<file path="src/inc/lvm_pkg.sv">
// constants, field positions and carrier types of the low-voltage monitor
package lvm_pkg;

  // ==========================================================
  // bus geometry
  localparam int ADDR_W = 3;
  localparam int DATA_W = 8;

  // ==========================================================
  // register offsets
  localparam logic [ADDR_W-1:0] OFF_CTRL_ONE = 3'h0;
  localparam logic [ADDR_W-1:0] OFF_CTRL_TWO = 3'h1;
  localparam logic [ADDR_W-1:0] OFF_IRQ_STAT = 3'h2;
  localparam logic [ADDR_W-1:0] OFF_IRQ_MASK = 3'h3;

  // ==========================================================
  // first power-management register fields
  localparam int B_DET_FLAG = 7;
  localparam int B_DET_ACK = 6;
  localparam int B_DET_IRQ_EN = 5;
  localparam int B_DET_RST_EN = 4;
  localparam int B_DET_STOP_EN = 3;
  localparam int B_DET_EN = 2;
  localparam int B_REF_BUF_EN = 1;

  // ==========================================================
  // second power-management register fields
  localparam int B_WARN_FLAG = 7;
  localparam int B_WARN_ACK = 6;
  localparam int B_DET_TRIP = 5;
  localparam int B_WARN_TRIP = 4;
  localparam int B_DEEP_FLAG = 3;
  localparam int B_DEEP_ACK = 2;
  localparam int B_STOP_DEPTH = 0;

  // ==========================================================
  // event status / mask fields
  localparam int B_EV_DETECT = 0;
  localparam int B_EV_WARN = 1;
  localparam int B_EV_DEEP = 2;
  localparam int EV_W = 3;

  // ==========================================================
  // reset values
  localparam logic [DATA_W-1:0] RST_CTRL_ONE = 8'h00;
  localparam logic [DATA_W-1:0] RST_CTRL_TWO = 8'h00;
  localparam logic [EV_W-1:0] RST_EV = 3'h0;
  localparam logic [DATA_W-1:0] RD_IDLE = 8'h00;

  // ==========================================================
  // carrier types
  typedef struct packed {
    logic [ADDR_W-1:0] addr;
    logic [DATA_W-1:0] wdata;
    logic wr;
    logic rd;
  } lvm_bus_req_t;

  typedef struct packed {
    logic detect_cmp;
    logic warn_cmp;
  } lvm_analog_t;

  typedef struct packed {
    logic stop_active;
    logic deep_stop_wake;
    logic reset_is_por;
  } lvm_sys_t;

endpackage

</file>
<file path="src/lvm_regs.sv">
// low-voltage detect / warning status, control and stop-depth registers
//
// Our own choices: the address-and-strobe port and the register addresses.
`timescale 1ns/1ps
`default_nettype none

module lvm_regs (
  input wire logic ref_clk,
  input wire logic rst,
  input wire lvm_pkg::lvm_bus_req_t bus_req,
  output logic [lvm_pkg::DATA_W-1:0] rdata,
  input wire lvm_pkg::lvm_analog_t analog_in,
  input wire lvm_pkg::lvm_sys_t sys_in,
  output logic irq,
  output logic reset_req,
  output logic reference_buffer_on,
  output logic detect_active,
  output logic detect_trip_select,
  output logic warning_trip_select,
  output logic stop_depth_select
);
  import lvm_pkg::*;

  // ==========================================================
  // state
  typedef struct packed {
    logic det_s1;
    logic det_s2;
    logic warn_s1;
    logic warn_s2;
    logic undervolt_detect_flag;
    logic undervolt_irq_enable;
    logic undervolt_reset_enable;
    logic undervolt_stop_enable;
    logic undervolt_detect_enable;
    logic reference_buffer_enable;
    logic supply_warning_flag;
    logic detect_trip_select;
    logic warning_trip_select;
    logic deep_stop_recovery_flag;
    logic stop_depth_select;
    logic stop_depth_locked;
    logic [EV_W-1:0] ev_stat;
    logic [EV_W-1:0] ev_mask;
    logic [DATA_W-1:0] rdata;
    logic irq;
    logic reset_req;
    logic detect_active;
  } lvm_state_t;

  lvm_state_t st_q;
  lvm_state_t st_d;

  logic wr_one;
  logic wr_two;
  logic wr_mask;
  logic rd_stat;
  logic det_run;
  logic det_set;
  logic warn_set;
  logic deep_set;
  logic [EV_W-1:0] ev_new;
  logic [DATA_W-1:0] reg_one_view;
  logic [DATA_W-1:0] reg_two_view;

  // ==========================================================
  // decode
  assign wr_one = bus_req.wr && (bus_req.addr == OFF_CTRL_ONE);
  assign wr_two = bus_req.wr && (bus_req.addr == OFF_CTRL_TWO);
  assign wr_mask = bus_req.wr && (bus_req.addr == OFF_IRQ_MASK);
  assign rd_stat = bus_req.rd && (bus_req.addr == OFF_IRQ_STAT);

  // ==========================================================
  // event sources
  // stop mode gating
  assign det_run = st_q.undervolt_detect_enable && (!sys_in.stop_active || st_q.undervolt_stop_enable);
  assign det_set = det_run && st_q.det_s2;
  assign warn_set = st_q.warn_s2;
  assign deep_set = sys_in.deep_stop_wake;

  always_comb begin
    ev_new = '0;
    ev_new[B_EV_DETECT] = det_set && !st_q.undervolt_detect_flag;
    ev_new[B_EV_WARN] = warn_set && !st_q.supply_warning_flag;
    ev_new[B_EV_DEEP] = deep_set && !st_q.deep_stop_recovery_flag;
  end

  // ==========================================================
  // read views
  always_comb begin
    reg_one_view = '0;
    reg_one_view[B_DET_FLAG] = st_q.undervolt_detect_flag;
    reg_one_view[B_DET_IRQ_EN] = st_q.undervolt_irq_enable;
    reg_one_view[B_DET_RST_EN] = st_q.undervolt_reset_enable;
    reg_one_view[B_DET_STOP_EN] = st_q.undervolt_stop_enable;
    reg_one_view[B_DET_EN] = st_q.undervolt_detect_enable;
    reg_one_view[B_REF_BUF_EN] = st_q.reference_buffer_enable;
    // unused and ack positions read zero
    reg_two_view = '0;
    reg_two_view[B_WARN_FLAG] = st_q.supply_warning_flag;
    reg_two_view[B_DET_TRIP] = st_q.detect_trip_select;
    reg_two_view[B_WARN_TRIP] = st_q.warning_trip_select;
    reg_two_view[B_DEEP_FLAG] = st_q.deep_stop_recovery_flag;
    reg_two_view[B_STOP_DEPTH] = st_q.stop_depth_select;
  end

  // ==========================================================
  // next state
  always_comb begin
    st_d = st_q;
    st_d.det_s1 = analog_in.detect_cmp;
    st_d.det_s2 = st_q.det_s1;
    st_d.warn_s1 = analog_in.warn_cmp;
    st_d.warn_s2 = st_q.warn_s1;

    if (wr_one) begin
      st_d.undervolt_irq_enable = bus_req.wdata[B_DET_IRQ_EN];
      st_d.undervolt_reset_enable = bus_req.wdata[B_DET_RST_EN];
      st_d.undervolt_stop_enable = bus_req.wdata[B_DET_STOP_EN];
      st_d.undervolt_detect_enable = bus_req.wdata[B_DET_EN];
      st_d.reference_buffer_enable = bus_req.wdata[B_REF_BUF_EN];
    end

    if (wr_one && bus_req.wdata[B_DET_ACK]) begin
      st_d.undervolt_detect_flag = 1'b0;
    end
    if (det_set) begin
      st_d.undervolt_detect_flag = 1'b1;
    end

    if (wr_two) begin
      st_d.detect_trip_select = bus_req.wdata[B_DET_TRIP];
      st_d.warning_trip_select = bus_req.wdata[B_WARN_TRIP];
      if (!st_q.stop_depth_locked) begin
        st_d.stop_depth_select = bus_req.wdata[B_STOP_DEPTH];
        st_d.stop_depth_locked = 1'b1;
      end
    end

    if (wr_two && bus_req.wdata[B_WARN_ACK] && !st_q.warn_s2) begin
      st_d.supply_warning_flag = 1'b0;
    end
    if (warn_set) begin
      st_d.supply_warning_flag = 1'b1;
    end

    if (wr_two && bus_req.wdata[B_DEEP_ACK]) begin
      st_d.deep_stop_recovery_flag = 1'b0;
    end
    if (deep_set) begin
      st_d.deep_stop_recovery_flag = 1'b1;
    end

    if (wr_mask) begin
      st_d.ev_mask = bus_req.wdata[EV_W-1:0];
    end
    // status clear on read, new events win
    if (rd_stat) begin
      st_d.ev_stat = ev_new;
    end else begin
      st_d.ev_stat = st_q.ev_stat | ev_new;
    end

    // read data for one cycle only
    st_d.rdata = RD_IDLE;
    if (bus_req.rd) begin
      case (bus_req.addr)
        OFF_CTRL_ONE: begin
          st_d.rdata = reg_one_view;
        end
        OFF_CTRL_TWO: begin
          st_d.rdata = reg_two_view;
        end
        OFF_IRQ_STAT: begin
          st_d.rdata = {{(DATA_W-EV_W){1'b0}}, st_q.ev_stat};
        end
        OFF_IRQ_MASK: begin
          st_d.rdata = {{(DATA_W-EV_W){1'b0}}, st_q.ev_mask};
        end
        default: begin
          st_d.rdata = RD_IDLE;
        end
      endcase
    end

    st_d.irq = (st_q.undervolt_irq_enable && st_q.undervolt_detect_flag) || (|(st_q.ev_stat & st_q.ev_mask));
    st_d.reset_req = st_q.undervolt_reset_enable && st_q.undervolt_detect_enable && st_q.undervolt_detect_flag;
    st_d.detect_active = det_run;

    // reset values, trip selects kept unless power-on
    if (rst) begin
      st_d = '0;
      st_d.det_s1 = 1'b0;
      st_d.undervolt_irq_enable = RST_CTRL_ONE[B_DET_IRQ_EN];
      st_d.undervolt_reset_enable = RST_CTRL_ONE[B_DET_RST_EN];
      st_d.undervolt_stop_enable = RST_CTRL_ONE[B_DET_STOP_EN];
      st_d.undervolt_detect_enable = RST_CTRL_ONE[B_DET_EN];
      st_d.reference_buffer_enable = RST_CTRL_ONE[B_REF_BUF_EN];
      st_d.supply_warning_flag = RST_CTRL_TWO[B_WARN_FLAG];
      st_d.deep_stop_recovery_flag = RST_CTRL_TWO[B_DEEP_FLAG];
      st_d.stop_depth_select = RST_CTRL_TWO[B_STOP_DEPTH];
      st_d.ev_stat = RST_EV;
      st_d.ev_mask = RST_EV;
      st_d.rdata = RD_IDLE;
      // detect trip kept on non power-on reset
      // warning trip kept on non power-on reset
      if (sys_in.reset_is_por) begin
        st_d.detect_trip_select = RST_CTRL_TWO[B_DET_TRIP];
        st_d.warning_trip_select = RST_CTRL_TWO[B_WARN_TRIP];
      end else begin
        st_d.detect_trip_select = st_q.detect_trip_select;
        st_d.warning_trip_select = st_q.warning_trip_select;
      end
    end
  end

  always_ff @(posedge ref_clk) begin
    st_q <= st_d;
  end

  // ==========================================================
  // outputs
  assign rdata = st_q.rdata;
  assign irq = st_q.irq;
  assign reset_req = st_q.reset_req;
  assign reference_buffer_on = st_q.reference_buffer_enable;
  assign detect_active = st_q.detect_active;
  assign detect_trip_select = st_q.detect_trip_select;
  assign warning_trip_select = st_q.warning_trip_select;
  assign stop_depth_select = st_q.stop_depth_select;
endmodule

`default_nettype wire

</file>
<file path="config.mk">
export PLATFORM = sky130hd
export DESIGN_NAME = lvm_regs
export DESIGN_NICKNAME = d
export VERILOG_FILES = /design/src/inc/lvm_pkg.sv /design/src/lvm_regs.sv
export SDC_FILE = /design/constraint.sdc
export NUM_CORES = 1
export LEC_CHECK = 0
export BUFFER_PORTS_ARGS = -buffer_cell sky130_fd_sc_hd__buf_2
export CORE_UTILIZATION = 50
export DETAILED_ROUTE_END_ITERATION = 6
export GPL_TIMING_DRIVEN = 1
export PLACE_DENSITY = 0.75
export SKIP_LAST_GASP = 1
export SLEW_MARGIN = 15
export SYNTH_ARGS = -nofsm -noshare
export SYNTH_HDL_FRONTEND = slang
export SYNTH_SLANG_ARGS = --single-unit
</file>
<file path="constraint.sdc">
create_clock -name ref_clk -period 1.7 [get_ports ref_clk]
set_input_delay 0.425 -clock ref_clk [delete_from_list [all_inputs] [get_ports ref_clk]]
set_output_delay 0.425 -clock ref_clk [all_outputs]
set_load 0.02 [all_outputs]
</file>
==> flow_summary.toml <==
[setup_path]
start_kind = "register"
r2r_slack_ns = 0.69
crit_chain = "buf_2"
crit_arrival_ns = 0.93
cp-end-kind = "output port"
worst-path-buf-inv = 1
crit_required_ns = 1.27
slowest_stage = "edfxtp_1"
reg2reg_to = "st_q[14]$_SDFF_PP0_"
path_delay_family = "flip-flops"
reg2reg_depth = 3
cp_max_fo = 2
cp_slowest_stage_delay_ns = 0.42
criticalPathCategory = "reg2out"
worstReg2RegStart = "reg_one_view[2]$_SDFFE_PP0P_"

[cts]
cts_made_buffers = 5
root_buffer = "clkbuf_4"
path_clk_slew_ns = 0.09
clock-sinks = 32
clk_latency_ns = 0.33
postCtsHoldBufs = 0
cts_htree_levels = 2
cts_resized = 0
post_cts_buffers = 0
clockBufferDepth = 2
cts_tree = "built"

[sta]
drv_slew = 0
finalSetupViolCount = 0
setup_tns_ns = 0
period_share_pct = 79.9
period_minus_slack_ns = 1.36
skew_ns = 0.00999
holdWs_ns = 0.294
grt_setup_unrepaired = "false"
fmax_ghz = 0.736
worst_slack_ns = 0.342
hold_viol = 0

[finish]
antenna_cells = 0
stdcell_count = 193
post-route-util_pct = 60.4
syn_to_final_growth_pct = 15.0
final_layout_size_suffix_gt1_share_pct = 31.9
final_nets = 182

[route]
viasPerCell = 5.36
dr_total_vias = 1034
wl_per_cell_um = 13.5
final_antenna_net_count = 0
routed_wl_um = 2600
drc = 0
drt_first_pass_iters = 4
drtIter0Drc = 15

[synth]
synthFlopType = "dfxtp_1"
async_reset_ff_share_pct = 0
yosys-top-cells-area = "dfxtp_1 (46%), mux2i_1 (5.4%), buf_4 (5.2%)"
avgSynthCellArea_sq_um = 9.85
synth_fp_nets = 152
synth_edf_count = 2
synth_seq_area_share_pct = 50.8
yosys-top-cells-count = "dfxtp_1 (30), nor2_1 (15), nand2_1 (14)"
yosysUniqueCellTypes = 30
ys_warn_count = 0
yosysMostFrequentCell = "dfxtp_1"
netlist_instances = 132
synth_area_sq_um = 1300
yosys.area.top_type = "dfxtp_1"
synth_top_area_share_pct = 46.2
synth-seq-cells = 32

[power_and_ir_drop]
seqPwrFrac_pct = 59.8
swShare_pct = 24.5
p_leak_nw = 0.651
p_int_w = 0.000998
p_clk_share_pct = 30.4
ir_drop_v = 0.000627
p_switching_w = 0.000325
power_density_nw_per_um2 = 885
pwr-share-comb_pct = 9.7

[global_route]
overflow = 0
grt_pass1_wl_um = 4240
antenna_found_initial = 0
grt_pass1_vias = 965
grt_max_degree = 15
track_usage_pct = 22.3

[floorplanning]
rows = 18
die_y_um = 53.0
pin_count = 35
die_x_um = 53.0
start_util_pct = 52.5
dieArea_sq_um = 2810
fp.coreArea_sq_um = 2480

[run]
maxCapViolCount = 0

[placed_design]
gp_congestion = 0.884
dp_cells = 185
dp_hpwl_um = 1910
place_ws_ns = 0.125
io_buffers = 32

[run_status]
status = "finished, final reports clean"

[hold_path]
hold_end = "st_q[32]$_SDFF_PP0_"
hold_depth = 2
hold_class = "in2reg"
hp-start = "analog_in[1]"
-- how the worst max path moves through the flow --
stage	startpoint	endpoint	slack (ns)	cells past startpoint
after floorplan	bus_req[11]	reg_one_view[7]$_SDFFE_PP0P_	0.33	4
after global placement	bus_req[11]	reg_one_view[7]$_SDFFE_PP0P_	0.15	4
after detailed placement	bus_req[11]	reg_one_view[7]$_SDFFE_PP0P_	0.13	4
after CTS	detect_trip_select$_SDFFCE_PP0P_	detect_trip_select	0.32	1
after global routing	detect_trip_select$_SDFFCE_PP0P_	detect_trip_select	0.31	1
final	detect_trip_select$_SDFFCE_PP0P_	detect_trip_select	0.34	1
-- per-layer routing --
metal	GRT usage (%)	part of all wire [%]	vias to the layer above
met5	0	0	-
met4	16.7	2.9	0
met3	6.90	5.5	9
met2	33.5	49	37
met1	26.1	43	482
li1	-	-	506
-- metrics by stage --
stage                     instance area (sq um)  power [W]
final                                      1500    0.00132
after global routing                       1500    0.00138
after CTS                                  1500    0.00133
after detailed placement                   1450   0.000937
after global placement                     1450   0.000930
after floorplan                            1300   0.000886
-- registers in the layout, summed over array words and instances (netlist names) --
register and cells:
warn_set 1, warning_trip_select 1, st_q 10, reg_one_view 5
reg_two_view 2, reset_req 1, detect_active 1, detect_trip_select 1
reference_buffer_on 1, rdata 7, irq 1, stop_depth_select 1
-- logic make-up after synthesis --
group / after synthesis / share of synthesized area [%]
DFF: 32 / 50.8
other: 1 / 0.288
and+or+nand+nor: 50 / 22.7
AOI/OAI and AO/OA: 22 / 10.4
muxes: 10 / 7.99
buffers and inverters: 17 / 7.80
-- cell type report --
| cell class | count | area (sq um) |
|---|---|---|
| inverter | 3 | 11.3 |
| fill | 233 | 982 |
| tap | 30 | 37.5 |
| multi-input combinational | 83 | 538 |
| clock inverter | 1 | 5.00 |
| clock buffer | 7 | 45.0 |
| sequential | 32 | 661 |
| timing repair buffer | 37 | 198 |
-- power by group through the flow --
stage / combinational, W / clock (W) / sequential [W]
6_report: 0.000129 / 0.000402 / 0.000792
3_5_place_dp: 0.000127 / 0 / 0.000809
4_1_cts: 0.000128 / 0.000414 / 0.000792
2_1_floorplan: 0.0000744 / 0 / 0.000812
3_3_place_gp: 0.000122 / 0 / 0.000808
5_1_grt: 0.000140 / 0.000446 / 0.000794
-- placed cells by master (no fill, tap or decap), drive strengths merged, types with 2 or more instances in the layout --
cell	n
a21oi	11
a22oi	4
a2bb2oi	2
buf	37
clkbuf	7
dfxtp	30
edfxtp	2
inv	3
mux2	3
mux2i	7
nand2	14
nand3b	2
nand4bb	2
nor2	15
nor2b	7
o21ai	4
or2	2
(Power assumes the default switching activity.)
